## src/rtl/adc_ctrl_defines.svh

```systemverilog
// Timing counts, code limits and reset values for the converter control block
`ifndef ADC_CTRL_DEFINES_SVH
`define ADC_CTRL_DEFINES_SVH

// ==========================================
// Clock and timing
`define MCLK_MHZ        25
`define RST_EXIT_NS     1000
`define RST_EXIT_CYC    ((`RST_EXIT_NS * `MCLK_MHZ + 999) / 1000)
`define CONV_MIN_NS     700
`define CONV_MAX_NS     1000
`define CONV_MIN_CYC    ((`CONV_MIN_NS * `MCLK_MHZ + 999) / 1000)
`define CONV_MAX_CYC    ((`CONV_MAX_NS * `MCLK_MHZ) / 1000)
`define OSC_DIV         2
`define CONV_OSC_TICKS  10

// ==========================================
// Output coding
`define CODE_W          18
`define CODE_POS_MAX    18'h1ffff
`define CODE_NEG_MAX    18'h20000
`define RESULT_RST      18'h00000

`endif

```

## src/rtl/adc_ctrl_pkg.sv

```systemverilog
// Types shared by the converter control block and its conversion sequencer
`include "adc_ctrl_defines.svh"

package adc_ctrl_pkg;

  typedef enum logic [1:0] {
    reset_state      = 2'h0,
    sampling_state   = 2'h1,
    converting_state = 2'h3
  } dev_state_t;

  typedef enum logic [1:0] {
    clk_internal = 2'h0,
    clk_external = 2'h1,
    clk_mixed    = 2'h3
  } xfer_clk_t;

  typedef struct packed {
    logic                 status;
    logic                 done;
    logic                 osc_tick;
    logic [`CODE_W-1:0]   code;
  } conv_out_t;

endpackage

```

## src/rtl/adc_state_and_reset_control.sv

```systemverilog
// Converter state control: reset, sampling and converting, with ready and serial out
//
// What this block does
// - Three states, chosen by reset and start
// - Reset input acts without a clock
// - Reset: defaults, ready low, outputs tri-stated
// - After exit delay: sampling, ready high if chip select is high
// - Sampling, reset high: only start edges change state
// - Capture input, disconnect, internal oscillator clocking
// - Conversion end reconnects capacitors, back sampling
// - Converter gets reset, start; returns status, result
// - Eighteen-bit two's-complement result
// - Overrange saturates to fixed limit codes
// - Transfers timed internally, externally or mixed
// - Conversion time varies within min and max
// - Start rise in sampling converts; others ignored
// - Status low converting; ready follows when deselected
// - Reset fall in sampling enters reset
`include "adc_ctrl_defines.svh"

module adc_state_and_reset_control #(
  parameter int LANES      = 1,
  parameter int AIN_W      = 20,
  parameter int OSC_DIV    = `OSC_DIV,
  parameter int CONV_TICKS = `CONV_OSC_TICKS
) (
  input  wire logic                    mclk,                     // System clock
  input  wire logic                    reset_n,                  // Device reset, active low
  input  wire logic                    conversion_start_pin,     // Conversion start pin
  input  wire logic                    cs_n,                     // Chip select, active low
  input  wire logic                    sclk,                     // Host serial clock pin
  input  wire adc_ctrl_pkg::xfer_clk_t xfer_clock_sel,           // Transfer clock source
  input  wire logic signed [AIN_W-1:0] positive_analog_input,    // Positive input sample
  input  wire logic signed [AIN_W-1:0] negative_analog_input,    // Negative input sample
  output logic                         ready_strobe,             // Ready strobe pin
  output logic [LANES-1:0]             serial_output_lanes,      // Serial data out
  output logic [LANES-1:0]             serial_output_lanes_oe_n, // Data out enable, low
  output logic                         sampling_connect,         // Capacitors on inputs
  output logic                         converter_status,         // Internal status
  output logic [`CODE_W-1:0]           conversion_result,        // Latest result
  output adc_ctrl_pkg::dev_state_t     device_state              // Functional state
);

  localparam int EXIT_CYC = `RST_EXIT_CYC;
  localparam int EW       = $clog2(EXIT_CYC + 1);

  typedef struct packed {
    logic [2:0][1:0]          sync;
    logic [2:0]               prev;
    adc_ctrl_pkg::dev_state_t state;
    logic [EW-1:0]            exit_cnt;
    logic [`CODE_W-1:0]       result;
    logic [`CODE_W-1:0]       shreg;
    logic [LANES-1:0]         sdo;
    logic                     oe_n;
    logic                     ready;
    logic                     strobe;
  } ctl_t;

  ctl_t                    s;
  ctl_t                    next_s;
  adc_ctrl_pkg::conv_out_t cv;
  logic [2:0]              pins;
  logic [2:0]              lvl;
  logic                    conv_rise;
  logic                    cs_lvl;
  logic                    cs_fall;
  logic                    sclk_rise;
  logic                    launch;
  logic                    start;

  // ==========================================
  // Pin edges
  // Index 0 start, 1 chip select, 2 serial clock; all come from outside mclk.
  assign pins      = {sclk, cs_n, conversion_start_pin};
  assign lvl       = {s.sync[2][1], s.sync[1][1], s.sync[0][1]};
  assign conv_rise = lvl[0] & ~s.prev[0];
  assign cs_lvl    = lvl[1];
  assign cs_fall   = ~lvl[1] & s.prev[1];
  assign sclk_rise = lvl[2] & ~s.prev[2];

  // Mixed mode lets either clock launch a bit, so a host clock can pull
  // data faster than the internal strobe while the strobe still paces it.
  always_comb begin
    unique case (xfer_clock_sel)
      adc_ctrl_pkg::clk_internal: launch = cv.osc_tick;
      adc_ctrl_pkg::clk_external: launch = sclk_rise;
      adc_ctrl_pkg::clk_mixed:    launch = cv.osc_tick | sclk_rise;
      default:                    launch = 1'b0;
    endcase
  end

  // ==========================================
  // Converter
  conversion_sequencer #(
    .AIN_W      (AIN_W),
    .OSC_DIV    (OSC_DIV),
    .CONV_TICKS (CONV_TICKS)
  ) u_seq (
    .mclk    (mclk),
    .reset_n (reset_n),
    .start   (start),
    .pos_in  (positive_analog_input),
    .neg_in  (negative_analog_input),
    .cv      (cv)
  );

  // ==========================================
  // State and transfer logic
  always_comb begin
    next_s = s;
    start  = 1'b0;
    for (int i = 0; i < 3; i++) begin
      next_s.sync[i] = {s.sync[i][0], pins[i]};
      next_s.prev[i] = s.sync[i][1];
    end

    unique case (s.state)
      adc_ctrl_pkg::reset_state: begin
        if (s.exit_cnt == EW'(EXIT_CYC - 1)) begin
          next_s.state = adc_ctrl_pkg::sampling_state;
        end else begin
          next_s.exit_cnt = s.exit_cnt + 1'b1;
        end
      end
      adc_ctrl_pkg::sampling_state: begin
        if (conv_rise) begin
          next_s.state = adc_ctrl_pkg::converting_state;
          start        = 1'b1;
        end
      end
      adc_ctrl_pkg::converting_state: begin
        // Start edges are simply not looked at until the converter reports done
        if (cv.done) begin
          next_s.state  = adc_ctrl_pkg::sampling_state;
          next_s.result = cv.code;
        end
      end
      default: next_s.state = adc_ctrl_pkg::reset_state;
    endcase

    // A frame reads the last finished result; a conversion in flight
    // does not disturb the word being shifted out.
    if (cs_fall && s.state != adc_ctrl_pkg::reset_state) begin
      next_s.sdo    = s.result[`CODE_W-1 -: LANES];
      next_s.shreg  = s.result << LANES;
      next_s.oe_n   = 1'b0;
      next_s.strobe = 1'b0;
    end else if (!s.oe_n && launch) begin
      next_s.sdo    = s.shreg[`CODE_W-1 -: LANES];
      next_s.shreg  = s.shreg << LANES;
      next_s.strobe = ~s.strobe;
    end
    if (cs_lvl) begin
      next_s.oe_n = 1'b1;
    end

    if (next_s.state == adc_ctrl_pkg::reset_state) begin
      next_s.ready = 1'b0;
    end else if (cs_lvl) begin
      next_s.ready = cv.status;
    end else if (xfer_clock_sel == adc_ctrl_pkg::clk_external) begin
      next_s.ready = 1'b0;
    end else begin
      next_s.ready = next_s.strobe;
    end
  end

  // Reset enters the reset state from any state with no clock edge; a reset
  // pulse shorter than the host minimum still clears everything here.
  always_ff @(posedge mclk or negedge reset_n) begin
    if (!reset_n) begin
      s         <= '0;
      s.sync[1] <= 2'h3;
      s.prev[1] <= 1'b1;
      s.oe_n    <= 1'b1;
      s.state   <= adc_ctrl_pkg::reset_state;
      s.result  <= `RESULT_RST;
    end else begin
      s <= next_s;
    end
  end

  // ==========================================
  // Outputs
  assign ready_strobe             = s.ready;
  assign serial_output_lanes      = s.sdo;
  assign serial_output_lanes_oe_n = {LANES{s.oe_n}};
  assign sampling_connect         = (s.state != adc_ctrl_pkg::converting_state);
  assign converter_status         = cv.status;
  assign conversion_result        = s.result;
  assign device_state             = s.state;

  // ==========================================
  // Checks
  reset_outputs_a: assert property (@(posedge mclk) disable iff (!reset_n)
    (s.state == adc_ctrl_pkg::reset_state) |-> !ready_strobe && (&serial_output_lanes_oe_n))
    else $error("reset state must hold ready low and outputs off");

  exit_delay_a: assert property (@(posedge mclk) disable iff (!reset_n)
    $rose(reset_n) ##0 (s.state == adc_ctrl_pkg::reset_state) |->
      ##[1:EXIT_CYC] (s.state == adc_ctrl_pkg::sampling_state))
    else $error("reset exit too slow");

  exit_hold_a: assert property (@(posedge mclk) disable iff (!reset_n)
    (s.state == adc_ctrl_pkg::reset_state && s.exit_cnt < EW'(EXIT_CYC - 1))
      |=> s.state == adc_ctrl_pkg::reset_state)
    else $error("reset exit too early");

  ready_rise_a: assert property (@(posedge mclk) disable iff (!reset_n)
    (s.state == adc_ctrl_pkg::reset_state && s.exit_cnt == EW'(EXIT_CYC - 1) && cs_lvl)
      |=> ready_strobe && s.state == adc_ctrl_pkg::sampling_state)
    else $error("ready not high on entering sampling");

  conv_start_a: assert property (@(posedge mclk) disable iff (!reset_n)
    (s.state == adc_ctrl_pkg::sampling_state && conv_rise)
      |=> s.state == adc_ctrl_pkg::converting_state && !cv.status && !sampling_connect)
    else $error("start edge did not begin conversion");

  conv_ignore_a: assert property (@(posedge mclk) disable iff (!reset_n)
    (s.state == adc_ctrl_pkg::converting_state && !cv.done)
      |=> s.state == adc_ctrl_pkg::converting_state)
    else $error("conversion left early");

  conv_end_a: assert property (@(posedge mclk) disable iff (!reset_n)
    (s.state == adc_ctrl_pkg::converting_state && cv.done)
      |=> s.state == adc_ctrl_pkg::sampling_state && sampling_connect
          && conversion_result == $past(cv.code))
    else $error("conversion end not handled");

  idle_hold_a: assert property (@(posedge mclk) disable iff (!reset_n)
    (s.state == adc_ctrl_pkg::sampling_state && !conv_rise)
      |=> s.state == adc_ctrl_pkg::sampling_state)
    else $error("state changed without start edge");

  ready_follow_a: assert property (@(posedge mclk) disable iff (!reset_n)
    (s.state != adc_ctrl_pkg::reset_state && cs_lvl) |=> ready_strobe == $past(cv.status))
    else $error("ready does not follow converter status");

  tristate_a: assert property (@(posedge mclk) disable iff (!reset_n)
    cs_lvl |=> (&serial_output_lanes_oe_n))
    else $error("outputs driven while deselected");

  // ==========================================
  // Converter hand-off checks
  busy_status_a: assert property (@(posedge mclk) disable iff (!reset_n)
    (s.state == adc_ctrl_pkg::converting_state && !cv.done) |-> !converter_status)
    else $error("converter idle while converting");

  status_idle_a: assert property (@(posedge mclk) disable iff (!reset_n)
    (s.state == adc_ctrl_pkg::sampling_state) |-> converter_status)
    else $error("converter busy while sampling");

  seq_start_a: assert property (@(posedge mclk) disable iff (!reset_n)
    start |=> !converter_status && device_state == adc_ctrl_pkg::converting_state)
    else $error("converter did not take the start");

  result_hold_a: assert property (@(posedge mclk) disable iff (!reset_n)
    (s.state != adc_ctrl_pkg::converting_state) |=> $stable(conversion_result))
    else $error("result changed outside conversion end");

  // ==========================================
  // Frame checks
  // These compare against the registered words one edge back, so a
  // conversion that ends in mid-frame cannot hide a wrong bit.
  frame_load_a: assert property (@(posedge mclk) disable iff (!reset_n)
    (cs_fall && s.state != adc_ctrl_pkg::reset_state)
      |=> !serial_output_lanes_oe_n[0]
          && serial_output_lanes == $past(s.result[`CODE_W-1 -: LANES]))
    else $error("frame did not load the last result");

  frame_ready_a: assert property (@(posedge mclk) disable iff (!reset_n)
    (cs_fall && s.state != adc_ctrl_pkg::reset_state) |=> !ready_strobe)
    else $error("ready not low at frame start");

  shift_step_a: assert property (@(posedge mclk) disable iff (!reset_n)
    (!s.oe_n && launch && !cs_fall)
      |=> serial_output_lanes == $past(s.shreg[`CODE_W-1 -: LANES]))
    else $error("launch did not shift the next bit");

  sdo_hold_a: assert property (@(posedge mclk) disable iff (!reset_n)
    (!s.oe_n && !launch && !cs_fall) |=> $stable(serial_output_lanes))
    else $error("data changed without a launch");

  oe_hold_a: assert property (@(posedge mclk) disable iff (!reset_n)
    (!s.oe_n && !cs_lvl) |=> !serial_output_lanes_oe_n[0])
    else $error("outputs released inside a frame");

  int_strobe_a: assert property (@(posedge mclk) disable iff (!reset_n)
    (!s.oe_n && !cs_lvl && !cs_fall && cv.osc_tick
      && xfer_clock_sel == adc_ctrl_pkg::clk_internal)
      |=> ready_strobe == !$past(s.strobe))
    else $error("internal strobe did not toggle");

  ext_ready_a: assert property (@(posedge mclk) disable iff (!reset_n)
    (s.state != adc_ctrl_pkg::reset_state && !cs_lvl
      && xfer_clock_sel == adc_ctrl_pkg::clk_external) |=> !ready_strobe)
    else $error("ready high in an external clock frame");

endmodule

```

## src/rtl/conversion_sequencer.sv

```systemverilog
// Converter sub-module: sample capture, oscillator-timed conversion, result coding
`include "adc_ctrl_defines.svh"

module conversion_sequencer #(
  parameter int AIN_W      = 20,
  parameter int OSC_DIV    = `OSC_DIV,
  parameter int CONV_TICKS = `CONV_OSC_TICKS
) (
  input  wire logic                    mclk,      // System clock
  input  wire logic                    reset_n,   // Asynchronous reset, active low
  input  wire logic                    start,     // One-cycle conversion start
  input  wire logic signed [AIN_W-1:0] pos_in,    // Positive input sample
  input  wire logic signed [AIN_W-1:0] neg_in,    // Negative input sample
  output adc_ctrl_pkg::conv_out_t      cv         // Status, done, tick and code
);

  localparam int OW      = $clog2(OSC_DIV);
  localparam int CW      = $clog2(CONV_TICKS + 1);
  localparam int CONV_LO = `CONV_MIN_CYC;
  localparam int CONV_HI = `CONV_MAX_CYC;
  localparam logic signed [AIN_W:0] POS_LIM =
    signed'({{(AIN_W + 1 - `CODE_W){1'b0}}, `CODE_POS_MAX});
  localparam logic signed [AIN_W:0] NEG_LIM =
    signed'({{(AIN_W + 1 - `CODE_W){1'b1}}, `CODE_NEG_MAX});

  typedef struct packed {
    logic [OW-1:0]      osc;
    logic               busy;
    logic [CW-1:0]      ticks;
    logic [`CODE_W-1:0] held;
    logic               done;
    logic [`CODE_W-1:0] code;
  } seq_t;

  seq_t                    s;
  seq_t                    next_s;
  logic signed [AIN_W:0]   diff;
  logic                    tick;
  logic [7:0]              busy_len;

  function automatic logic [`CODE_W-1:0] saturate(input logic signed [AIN_W:0] d);
    if (d > POS_LIM) begin
      return `CODE_POS_MAX;
    end else if (d < NEG_LIM) begin
      return `CODE_NEG_MAX;
    end
    return d[`CODE_W-1:0];
  endfunction

  assign diff = $signed({pos_in[AIN_W-1], pos_in}) - $signed({neg_in[AIN_W-1], neg_in});
  assign tick = (s.osc == OW'(OSC_DIV - 1));

  // ==========================================
  // Sequencer
  // The oscillator divider runs free, so a conversion lasts up to OSC_DIV - 1 cycles
  // more or less depending on where the start lands against it.
  always_comb begin
    next_s      = s;
    next_s.done = 1'b0;
    next_s.osc  = tick ? '0 : s.osc + 1'b1;
    if (!s.busy && start) begin
      next_s.busy  = 1'b1;
      next_s.ticks = '0;
      next_s.held  = saturate(diff);
    end else if (s.busy && tick) begin
      if (s.ticks == CW'(CONV_TICKS - 1)) begin
        next_s.busy = 1'b0;
        next_s.done = 1'b1;
        next_s.code = s.held;
      end else begin
        next_s.ticks = s.ticks + 1'b1;
      end
    end
  end

  always_ff @(posedge mclk or negedge reset_n) begin
    if (!reset_n) begin
      s      <= '0;
      s.code <= `RESULT_RST;
    end else begin
      s <= next_s;
    end
  end

  // One driver for the whole carrier: status, done pulse, oscillator tick, code
  assign cv = {~s.busy, s.done, tick, s.code};

  // ==========================================
  // Checks
  always_ff @(posedge mclk or negedge reset_n) begin
    if (!reset_n) begin
      busy_len <= '0;
    end else begin
      busy_len <= s.busy ? busy_len + 8'h01 : 8'h00;
    end
  end

  conv_window_a: assert property (@(posedge mclk) disable iff (!reset_n)
    $fell(s.busy) |-> (busy_len >= CONV_LO) && (busy_len <= CONV_HI))
    else $error("conversion time outside window");

  sat_high_a: assert property (@(posedge mclk) disable iff (!reset_n)
    (!s.busy && start && diff > POS_LIM) |=> s.held == `CODE_POS_MAX)
    else $error("positive overrange not saturated");

  sat_low_a: assert property (@(posedge mclk) disable iff (!reset_n)
    (!s.busy && start && diff < NEG_LIM) |=> s.held == `CODE_NEG_MAX)
    else $error("negative overrange not saturated");

  conv_ends_a: assert property (@(posedge mclk) disable iff (!reset_n)
    $rose(s.busy) |-> ##[1:CONV_HI] cv.done)
    else $error("conversion did not finish in time");

endmodule

```

## config.mk

```make
export PLATFORM = sky130hd
export DESIGN_NAME = adc_state_and_reset_control
export DESIGN_NICKNAME = d
export VERILOG_FILES = /design/src/rtl/adc_ctrl_pkg.sv /design/src/rtl/adc_state_and_reset_control.sv /design/src/rtl/conversion_sequencer.sv
export VERILOG_INCLUDE_DIRS = /design/src /design/src/rtl
export SDC_FILE = /design/constraint.sdc
export NUM_CORES = 1
export LEC_CHECK = 0
export BUFFER_PORTS_ARGS = -buffer_cell sky130_fd_sc_hd__buf_4
export CAP_MARGIN = 20
export CORE_MARGIN = 8
export CORE_UTILIZATION = 60
export DETAILED_ROUTE_END_ITERATION = 16
export GPL_TIMING_DRIVEN = 1
export PLACE_DENSITY_LB_ADDON = 0.08
export SYNTH_ARGS = -nofsm -noshare
export SYNTH_HDL_FRONTEND = slang
export SYNTH_HIERARCHICAL = 1
export SYNTH_SLANG_ARGS = --single-unit
```

## constraint.sdc

```tcl
create_clock -name mclk -period 5.3 [get_ports mclk]
set_input_delay 1.59 -clock mclk [delete_from_list [all_inputs] [get_ports mclk]]
set_output_delay 1.59 -clock mclk [all_outputs]
set_load 0.05 [all_outputs]
```

# == Word level (Yosys, flattened, before mapping) ==
# Index checks and enable logic that the tools add are counted.
# totals
register_bits,99
inputBits,47
out_inout_bits,25
wordCells,92
# op_classes
add_sub_neg,4
magnitude_cmp,2
eq_ne,8
muxes,30
n_bitwise,11
n_reduce_logical,19
# ops
operator,n
two-way mux 19 bit,5
two-way mux 18 bit,3
> comparator 21 x 18 -> 1 bit (second input constant),1
less-than comparator 21 x 18 -> 1 bit (second input constant),1
subtractor 20 x 20 -> 21 bit,1
two-way mux 1 bit,14
two-way mux 5 bit,2
nonzero test 2 bit,5
AND reduction 2 bit,4
NOT 1 bit,7
logical NOT 2 bit,3
two-way mux 2 bit,3
one-hot mux 2 bit (3 select lines),1
adder 5 x 1 -> 5 bit (second input constant),1
equality test 5 bit (second input constant),1
adder 4 x 1 -> 4 bit (second input constant),1
equality test 2 x 1 -> 1 bit (second input constant),2
equality test 2 bit (second input constant),2
equality test 4 bit (second input constant),1
logical AND 1 bit,4
two-way mux 4 bit,1
bitwise AND 1 bit,3
one-hot mux 1 bit (3 select lines),1
AND reduction 3 bit,1
other kinds (5),6

# == Longest topological paths before layout ==
# Gate-level depths: netlist of run 1.
# depth
ltp_word,10
ltp_mapped,12
mapped_depth_nobuf,11

# == Modules after synthesis ==
# Netlist of run 1, hierarchy kept.
# by_module_without_submodules
mod,n_inst,cells_each,area_per_inst_um2,seq_area_each_um2
conversion_sequencer,1,296,2996.6,1076.0
adc_state_and_reset_control,1,221,2603.7,1381.3

# == Least setup slack after synthesis of run 1 ==
# Ideal clock, no wire load.
# synth_path
path_kind,input to register
start,input port negative_analog_input[2]
end,register u_seq/s[23] in the netlist's numbering
setup_ns,0.126
arrival_ns,3.737
required_ns,5.174
slack_ns,1.437
cell_stages,11
path_buffers,1
cell_sequence,inv_1 > ha_1 > nor2b_4 > o31a_1 > o211a_1 > o31ai_1 > a211oi_2 > nor4_2 > nor2_2 > buf_6 > a221o_1
# synth_between
elab_chain_cells,6
word_cells_on_any_way,8
classes_between,add/sub: 1; order compare: 2; mux: 5
# synth_lines
item,line,text
"start, declared",adc_state_and_reset_control.sv:34,"input wire logic signed [AIN_W-1:0] negative_analog_input,"
subtractor 20 x 20 -> 21 bit (*),conversion_sequencer.sv:50,"assign diff = $signed({pos_in[AIN_W-1], pos_in}) - $signed({neg_in[AIN_W-1], neg_in});"
less-than comparator 21 x 18 -> 1 bit,conversion_sequencer.sv:44,end else if (d < NEG_LIM) begin
two-way mux 1 bit,conversion_sequencer.sv:44,
two-way mux 1 bit,conversion_sequencer.sv:42,if (d > POS_LIM) begin
two-way mux 1 bit,conversion_sequencer.sv:61,if (!s.busy && start) begin
two-way mux 18 bit (*),conversion_sequencer.sv:47,return d[`CODE_W-1:0];
"end signal, assigned",conversion_sequencer.sv:81,s <= next_s;
"end, declared",conversion_sequencer.sv:35,seq_t s;
# Mark *: on every way between the ends. The rest lies on a longest branch, timed or not. The select of a mux whose other input is x is not followed.
# A chain may end at the register's enable or synchronous reset.

# == Worst setup path after layout of run 1 ==
# layout_path
start,input port positive_analog_input[0]
end,register u_seq/s[20] in the netlist's numbering
# layout_between
elab_chain_cells,6
word_cells_on_any_way,8
classes_between,add/sub: 1; order compare: 2; mux: 5
# layout_lines
item,line,text
"start, declared",adc_state_and_reset_control.sv:33,"input wire logic signed [AIN_W-1:0] positive_analog_input,"
subtractor 20 x 20 -> 21 bit (*),conversion_sequencer.sv:50,
less-than comparator 21 x 18 -> 1 bit,conversion_sequencer.sv:44,
two-way mux 1 bit,conversion_sequencer.sv:44,
two-way mux 1 bit,conversion_sequencer.sv:42,
two-way mux 1 bit,conversion_sequencer.sv:61,
two-way mux 18 bit (*),conversion_sequencer.sv:47,
# Marks and branches as above.

==> summary.md, run 1 <==
| Metric | Value |
|---|---|
| Commonest non-fill, non-tap cells in the layout | `dfrtp_1 (94), buf_4 (75), nand2_1 (36)` |
| Area share of the largest cell type after synthesis | `0.420` |
| Antenna Cells | `0` |
| Setup TNS | `0 ns` |
| Max_slew headroom | `0.417` |
| Clk_lat worst skew | `0.35 ns` |
| Slew Viols, Final | `0` |
| TritonRoute pass-1 iters | `4` |
| Nets | `613` |
| Crit-path max FO | `17` |
| Largest net degree at the start of global routing | `74` |
| Hold_buf cts | `0` |
| Die extent in y | `113 um` |
| Area of the multi-input gates | `2540 um2` |
| Mean Syn Cell Area | `roughly 11 um2` |
| Synth top area cells | `dfrtp_1 (42%), mux2_2 (7.0%), buf_4 (6.2%)` |
| Dpl hpwl | `7.83 mm` |
| Synth Register Bits | `between 90 and 100` |
| Distinct cell type count after synthesis | `71` |
| DRT iter0 DRCs | `226` |
| PwrDens | `around 340 nW/um2` |
| Register area | `2460 um2` |
| Post-DP Area | `roughly 5800 um2` |
| Syn Inst Count | `517` |
| Fin area | `6000 um2` |
| Status | `completed` |
| Area grow syn2layout | `7.10%` |
| Num Clock Sinks | `~100` |
| Hold Vio Cnt, Final | `0` |
| WP data required | `5.58 ns` |
| Resized Gates After CTS | `0` |
| Initial core utilization | `0.612` |
| DR vias | `3,780` |
| Clk root buf | `clkbuf_8` |
| Clock transition at the registers of the reported paths | `0.09 ns` |
| Post-synth EDFFs | `0` |
| Startpoint Class | `primary input` |
| Commonest non-fill, non-tap cell in the layout | `dfrtp_1` |
| Top_reg_cell synth | `dfrtp_1` |
| Die area | `~13,000 um2` |
| Max Fclk | `about 250 MHz` |
| Vias in the first global route | `3,732` |
| Num CTS Buffers | `9` |
| Post-route DRC violation count | `0` |
| Row count | `35` |
| Layout cell share with drive strength beyond 1 | `0.306` |
| I/O pin cnt | `between 70 and 80` |
| Critical path class | `in2reg` |
| Routed wire length | `approximately 10 mm` |
| First-pass GRT wire length | `18.0 mm` |
| Routability Congestion | `0.913` |
| Ys async rst share | `1.00` |
| Sequential share of the synthesized area | `0.439` |
| Final period util | `0.740` |
| H-tree depth | `3` |
| Worst Path Arrival | `4.21 ns` |
| Post-CTS Setup Repair Bufs | `0` |
| Final setup fails | `0` |
| Crit. End Element | `register` |
| Cell accounting for the most synthesized area | `dfrtp_1` |
| Total congestion overflow | `0` |
| Hold Crit Class | `reg2reg` |
| Filler cells | `757` |
| GRT Resource Usage Total | `0.169` |
| Post-Syn Area | `5600 um2` |
| IO Port Bufs | `71` |
| YS warnings | `6` |
| Syn nets | `around 600` |
| Min cycle time layout | `3.92 ns` |
| Routed len/inst | `15.6 um` |
| Leakage power | `0.00293 uW` |
| Clock skew | `just over 0.01 ns` |
| Core area | `9150 um2` |
| Worst slew pin tran | `0.875 ns` |
| RSZ-0062 raised after global routing | `false` |
| Antenna violations before repair | `0` |
| Antenna Nets Post-Route | `0` |
| TritonCTS clock tree | `done` |
| Die width | `113 um` |
| CTS Buffer Depth | `2` |
| Vias/cell | `5.75` |
| Max VDD drop | `roughly 0.00015 V` |
| Max Cap Viol | `0` |
logic make-up (layout without fill, tap and decap cells):
group	Yosys count	in the layout	share of synthesized area
buf+inv	95	124	0.108
compound gates	102	102	0.153
fa+ha+maj	25	25	0.0572
flops	98	98	0.439
mux	39	39	0.0780
simple gates	136	136	0.130
xor+xnor	22	22	0.0344
synthesized netlist by cell type (4+ instances only):
cell type	instances
o21a_1	4
a221o_1	10
dfstp_2	4
nor2_1	23
nand2_1	36
buf_6	7
o21bai_1	4
inv_1	33
a221o_2	7
xnor2_1	13
nand3_1	22
o211ai_2	11
ha_1	24
o211ai_1	8
a21o_1	4
mux2_2	35
a21oi_1	13
buf_4	46
xor2_1	9
o21ai_0	14
a31oi_1	4
buf_2	4
nand4_1	23
dfrtp_1	94
final cells by class:
| cell class | count | area share |
|---|---|---|
| clock buffers | 10 | 0.0213 |
| flip-flops and latches | 98 | 0.410 |
| inverters | 33 | 0.0207 |
| multi-input cells | 324 | 0.424 |
| well taps | 111 | 0.0232 |
| clock inverters | 6 | 0.00709 |
| repair buffers | 75 | 0.0939 |
worst max-delay path: stages:
cell and delay (ns):
buf_4 0.07, inv_1 0.03, ha_1 0.21, fa_1 0.45, nor2b_4 0.15, o31a_1 0.19, o211a_1 0.25, nor2_1 0.05
o21ai_0 0.33, o211ai_1 0.17, nor2_2 0.50, a221o_2 0.20
report_power, final:
group          leakage [uW]  internal (uW)  switching (uW)
sequential          0.00126            910             111
combinational       0.00159            273             299
clock             0.0000827            172             244
worst paths after layout:
path	start	end	depth (start not counted)	slack, ns
min in group asynchronous	reset_n	next_s[55]	1	1.35
max	positive_analog_input[0]	u_seq/s[20]	12	1.38
max in group asynchronous	reset_n	cs_lvl	2	3.04
max reg2reg	device_state[1]	u_seq/s[20]	5	3.07
min reg2reg	next_s[51]	lvl[0]	0	0.35
min	next_s[51]	lvl[0]	0	0.35
state kept, by name (all words and copies together), names as in the netlist, 2 cells and up:
register           cells
conversion_result     18
lvl                    2
next_s                 3
device_state           2
u_seq/cv              19
u_seq/s               23
s                     26
per-stage QoR:
stage,std cells,hold slack (ns),utilization,setup WS [ns],power (uW)
6_report,657,0.355,0.655,1.38,2010
5_1_grt,657,0.369,0.655,1.16,2140
4_1_cts,657,0.356,0.655,1.36,2030
3_5_place_dp,641,0.335,0.637,0.987,1610
3_3_place_gp,641,0.336,0.637,1.10,1590
2_1_floorplan,517,0.331,-,1.44,1520
metal layers:
metal / track usage / share of wire / vias to the layer above
met5: 0 / 0 / -
met3: 0.0386 / 0.042 / 7
met1: 0.232 / 0.48 / 1801
li1: - / - / 1879
met2: 0.263 / 0.46 / 93
met4: 0.0468 / 0.0095 / 0
No activity file was read; power rests on OpenSTA's default activity.
==> run 2: changes to the inputs <==
CORE_UTILIZATION = 58   (was 60)
clock period = 3.9 ns   (was 5.3 ns; I/O delays follow)
==> run 2 against run 1 <==
Core utilization decreased by 1.6 points. Highest routed layer unchanged. Critical endpoint is now u_seq/s[21]. Worst hold slack improved by 0.0036 ns. Critical path type unchanged. Register-to-register slack got worse by 1.4 ns. First-iteration DRC count increased by 3.1%. Largest power group unchanged. Clock skew about the same. Clock power increased by 87%.
==> summary.md, run 2 (synthesized netlist as in run 1, its figures left out) <==
| Metric | Value |
|---|---|
| Dpl hpwl | `7.96 mm` |
| Critical path class | `in2reg` |
| Num Clock Sinks | `98` |
| Total power | `about 3000 uW` |
| PwrDens | `between 400 and 500 nW/um2` |
| Antenna Cells | `0` |
| Min cycle time layout | `between 3 and 4 ns` |
| Initial core utilization | `0.584` |
| Post-CTS Setup Repair Bufs | `0` |
| Final core occ | `0.640` |
| Row count | `36` |
| Max reg flops | `26` |
| TritonCTS clock tree | `done` |
| Hold_buf cts | `0` |
| Die width | `114 um` |
| CTS Buffer Depth | `2` |
| GRT Resource Usage Total | `0.172` |
| DRT iter0 DRCs | `233` |
| Hold Crit Class | `reg2reg` |
| Area grow syn2layout | `9.58%` |
| Antenna Nets Post-Route | `0` |
| WP data required | `4.19 ns` |
| Resized Gates After CTS | `0` |
| Crit-path max FO | `17` |
| Worst slew pin tran | `roughly 0.9 ns` |
| Startpoint Class | `primary input` |
| Vias/cell | `5.57` |
| TritonRoute pass-1 iters | `4` |
| Total congestion overflow | `0` |
| Routed len/inst | `between 15 and 20 um` |
| Final period util | `0.890` |
| Leakage power | `0.00298 uW` |
| Slew Viols, Final | `0` |
| Max_slew headroom | `0.414` |
| Final setup fails | `0` |
| Clk root buf | `clkbuf_8` |
| Commonest non-fill, non-tap cells in the layout | `dfrtp_1 (94), buf_4 (79), nand2_1 (36)` |
| First-pass GRT wire length | `18.3 mm` |
| H-tree depth | `3` |
| Max Fclk | `around 290 MHz` |
| Hold Vio Cnt, Final | `0` |
| Top reg by flops | `s` |
| IO Port Bufs | `71` |
| Max VDD drop | `0.000246 V` |
| Antenna violations before repair | `0` |
| Setup TNS | `0 ns` |
| Routed wire length | `about 11 mm` |
| Largest net degree at the start of global routing | `58` |
| Clk_lat worst skew | `0.36 ns` |
| Core area | `~9600 um2` |
| Clock transition at the registers of the reported paths | `roughly 0.090 ns` |
| Die area | `13,100 um2` |
| Layout cell share with drive strength beyond 1 | `0.313` |
| Vias in the first global route | `3,844` |
| Routability Congestion | `0.901` |
| Crit. End Element | `register` |
| RSZ-0062 raised after global routing | `false` |
| Die extent in y | `114 um` |
| Nets | `617` |
| DR vias | `3,807` |
| Max Cap Viol | `0` |
| Clock skew | `0.0106 ns` |
| I/O pin cnt | `approximately 70` |
| Num CTS Buffers | `9` |
| Post-route DRC violation count | `0` |
| Commonest non-fill, non-tap cell in the layout | `dfrtp_1` |
| Worst Path Arrival | `3.76 ns` |
| Status | `completed` |
run 2: changes by cell type in the layout (fill, tap and decap cells not counted):
cell / before / now
inv_6: 1 / 0
buf_4: 75 / 79
bufinv_16: 0 / 3
clkbuf_1: 1 / 0
clkbuf_8: 9 / 10
clkinv_2: 2 / 0
run 2: power by group:
| part | switching (uW) | total, uW | leakage [uW] | internal [uW] |
|---|---|---|---|---|
| sequential | 147 | 1380 | 0.00126 | 1240 |
| combinational | 410 | 784 | 0.00161 | 374 |
| clock | 334 | 778 | 0.000119 | 444 |
| total | 891 | 2950 | 0.00298 | 2060 |
run 2: final timing paths:
| path | slack (ns) | cells after the start | startpoint | end |
|---|---|---|---|---|
| max in group asynchronous | 2.22 | 2 | reset_n | s[48] |
| min | 0.36 | 0 | next_s[53] | cs_lvl |
| max | 0.43 | 12 | positive_analog_input[0] | u_seq/s[21] |
| min in group asynchronous | 0.86 | 1 | reset_n | device_state[1] |
| min reg2reg | 0.36 | 0 | next_s[53] | cs_lvl |
| max reg2reg | 1.62 | 5 | device_state[1] | u_seq/s[21] |
run 2: cell type report:
cell class / count / area (um2)
clock buffers: 10 / 138
clock inverters: 6 / 114
fillers: 782 / 3460
inverters: 33 / 124
multi-input cells: 324 / 2540
flip-flops and latches: 98 / 2460
well taps: 133 / 166
repair buffers: 79 / 593
run 2: layer usage:
metal / vias up / track usage / routed length [um]
met5: - / 0 / 0
met4: 0 / 0.0736 / 150
met3: 8 / 0.0364 / 430
met2: 75 / 0.271 / 4920
met1: 1842 / 0.224 / 5050
li1: 1882 / - / -
run 2: stage by stage:
step / setup WS, ns / hold slack (ns) / cells / area (um2)
5_1_grt: 0.248 / 0.366 / 683 / 6140
6_report: 0.429 / 0.358 / 683 / 6140
4_1_cts: 0.448 / 0.360 / 683 / 6140
3_5_place_dp: 0.0637 / 0.338 / 667 / 5890
2_1_floorplan: 0.457 / 0.331 / 517 / 5600
3_3_place_gp: 0.125 / 0.335 / 667 / 5890
run 2: critical path: stages:
cell and delay, ns:
buf_4 0.07, inv_1 0.03, ha_1 0.20, fa_1 0.44, nor2b_4 0.15, o31a_1 0.19, o211a_1 0.25, nor2_1 0.05
o21ai_0 0.31, o211ai_1 0.17, nor2_2 0.52, a221o_2 0.20
==> run 3: changes to the inputs <==
ABC_AREA = 1   (was default)
==> run 3 against run 2 <==
Sequential cell count unchanged. Largest cell class is now registers. Critical path type unchanged. Power is 0.81% higher. Final area rose by 0.53%. Synthesized area grew 0.65%. Register-to-register slack lost 0.08 ns. Cell count grew 25%. Clock skew grew 0.0073 ns.
==> summary.md, run 3 <==
| Metric | Value |
|---|---|
| I/O pin cnt | `between 70 and 80` |
| CP bufs+invs | `3` |
| Synth cell count leaders | `nand2_1 (192), dfrtp_1 (94), inv_1 (85)` |
| Clk_lat worst skew | `~0.36 ns` |
| Part of the power in registers | `0.477` |
| Vias in the first global route | `4,204` |
| Post-Syn Area | `5640 um2` |
| Max VDD drop | `0.000180 V` |
| IO Port Bufs | `between 70 and 80` |
| Max Cap Viol | `0` |
| Hold_buf cts | `0` |
| Crit. End Element | `register` |
| TritonCTS clock tree | `done` |
| Syn nets | `759` |
| Critical Path Max Stage Delay | `0.42 ns` |
| Total congestion overflow | `0` |
| Hold Vio Cnt, Final | `0` |
| Most frequent CP cell | `nand2_1` |
| Area grow syn2layout | `9.46%` |
| DRT iter0 DRCs | `283` |
| Num CTS Buffers | `9` |
| Syn Inst Count | `between 600 and 700` |
| Slew Viols, Final | `0` |
| Clk network pwr share | `0.237` |
| Synth top area cells | `dfrtp_1 (42%), nand2_1 (13%), inv_1 (5.7%)` |
| Top_reg_cell synth | `dfrtp_1` |
| Switching share of power | `0.337` |
| Area share of the largest cell type after synthesis | `0.417` |
| Commonest non-fill, non-tap cell in the layout | `nand2_1` |
| Die extent in y | `115 um` |
| GRT Resource Usage Total | `0.181` |
| Cell accounting for the most synthesized area | `dfrtp_1` |
| Synth Register Bits | `98` |
| Synth Area in Compound Gates | `0.0806` |
| Antenna violations before repair | `0` |
| Num Clock Sinks | `98` |
| Ys async rst share | `1.00` |
| Delay-heaviest family, CP | `adder cells` |
| Mux contribution to synthesized area | `0.0360` |
| Hold Crit Class | `reg2reg` |
| R2R depth | `6` |
| Nets | `790` |
| Largest family of logic cells by synthesized area | `simple AND/OR/NAND/NOR gates` |
| Post-synth EDFFs | `0` |
| Psw | `1000 uW` |
| Clk root buf | `clkbuf_8` |
| DR vias | `~4,300` |
| Leakage power | `0.00331 uW` |
| Layout cell share with drive strength beyond 1 | `0.198` |
| Routed len/inst | `12.9 um` |
| Top reg by flops | `s` |
| Max_slew headroom | `0.496` |
| Post-route DRC violation count | `0` |
| Cell-internal power | `1970 uW` |
| YS warnings | `6` |
| CP Depth | `13` |
| Logic pwr share | `0.286` |
| Row count | `36` |
| Hold-critical path depth | `0` |
| TritonRoute pass-1 iters | `4` |
| Post-Synth XOR/XNOR Area | `0.0264` |
| Final setup fails | `0` |
| Slowest CP cell | `fa_1` |
| Sequence of cells on the critical path | `buf_4 -> inv_1 -> ha_1 -> fa_1 -> nor2_1 -> a21oi_1 -> o21ai_0 -> nand2_1 -> nand3b_1 -> nand2_1 -> inv_1 -> nand2_1 -> a21oi_1` |
| Resized Gates After CTS | `0` |
| Clock transition at the registers of the reported paths | `0.10 ns` |
| Clock skew | `about 0.018 ns` |
| RSZ-0062 raised after global routing | `false` |
| Core area | `9590 um2` |
| Final period util | `0.739` |
| Antenna Nets Post-Route | `0` |
| Top-count cell post-synth | `nand2_1` |
| Max Fclk | `347 MHz` |
| Distinct cell type count after synthesis | `39` |
| Vias/cell | `5.00` |
| Antenna Cells | `0` |
| Routed wire length | `roughly 11 mm` |
| Routability Congestion | `0.936` |
| Worst slew pin tran | `0.756 ns` |
| Setup TNS | `0 ns` |
| Startpoint Class | `primary input` |
| CTS Buffer Depth | `2` |
| Sequential share of the synthesized area | `0.436` |
| Filler cells | `865` |
| Die width | `between 100 and 150 um` |
| Simple-gate share of the synthesized area | `0.232` |
| PwrDens | `roughly 480 nW/um2` |
| Die area | `13,100 um2` |
| Crit-path max FO | `3` |
| Largest net degree at the start of global routing | `64` |
| Commonest non-fill, non-tap cells in the layout | `nand2_1 (192), dfrtp_1 (94), inv_1 (85)` |
| H-tree depth | `3` |
| Worst Path Arrival | `3.15 ns` |
| Max reg flops | `26` |
| Worst slack, placed | `around 0.66 ns` |
| Dpl hpwl | `8.74 mm` |
| Worst Slack Setup Final | `1.02 ns` |
| Critical path class | `in2reg` |
| Mean Syn Cell Area | `8.20 um2` |
| Initial core utilization | `0.588` |
| Post-CTS Setup Repair Bufs | `0` |
| First-pass GRT wire length | `19.3 mm` |
| Min cycle time layout | `between 2 and 3 ns` |
| WP data required | `about 4.2 ns` |
| Post-synthesis adder-cell area fraction | `0.0568` |
| Status | `completed` |
[run 3: cell types whose count changed in the layout (fill, tap and decap cells not counted), moves of 10 or more]
cell      previous run  this run
nand2_1             36       192
inv_1               33        85
nor2_1              23        64
a21oi_1             13        33
nand4_1             23         5
mux2_2              35        18
a31oi_1              4        15
o211ai_2            11         0
a221o_1             10         0
[run 3: worst paths after layout]
kind / start / to / slack (ns)
worst max-delay path: positive_analog_input[0] / u_seq/s[35] / 1.02
worst min-delay path: next_s[51] / lvl[0] / 0.36
worst max register to register: s[48] / s[13] / 1.54
worst min register to register: next_s[51] / lvl[0] / 0.36
max in group asynchronous: reset_n / cs_lvl / 2.21
min in group asynchronous: reset_n / next_s[55] / 0.88
[run 3: power groups by stage]
| stage | clock, uW | sequential [uW] | combinational, uW |
|---|---|---|---|
| floorplan | 0 | 1410 | 761 |
| global placement | 0 | 1420 | 831 |
| detailed placement | 0 | 1440 | 855 |
| CTS | 721 | 1420 | 861 |
| global route | 765 | 1450 | 976 |
| finish | 704 | 1420 | 850 |
[run 3: layer usage]
metal	up-vias	GRT usage	part of all wire
li1	2183	-	-
met1	1965	0.226	0.46
met2	114	0.292	0.47
met3	20	0.0385	0.047
met4	0	0.0870	0.027
met5	-	0	0
[run 3: final cells by class]
type                    count  area (um2)  share of cell area
inverters                  88         330              0.0535
flip-flops and latches     98        2460               0.398
repair buffers             75         563              0.0913
well taps                 133         166              0.0270
clock inverters             5        77.6              0.0126
clock buffers              11         141              0.0229
multi-input cells         446        2430               0.394
[run 3: kinds of logic (layout without fill, tap and decap cells)]
kind of cell | Yosys count | count (layout)
xor gates and xnor gates | 17 | 17
DFF | 98 | 98
and+or+nand+nor | 309 | 309
adders and majority gates | 25 | 25
AOI/OAI and AO/OA | 77 | 77
muxes | 18 | 18
buffers and inverters | 143 | 179
[run 3: per-stage QoR]
stage	power, uW	hold slack, ns	util	area [um2]	cells
detailed placement	2290	0.340	0.620	5950	840
CTS	3000	0.362	0.643	6170	856
floorplan	2170	0.331	-	5640	687
global route	3190	0.374	0.643	6170	856
global placement	2250	0.334	0.620	5950	840
finish	2970	0.361	0.643	6170	856
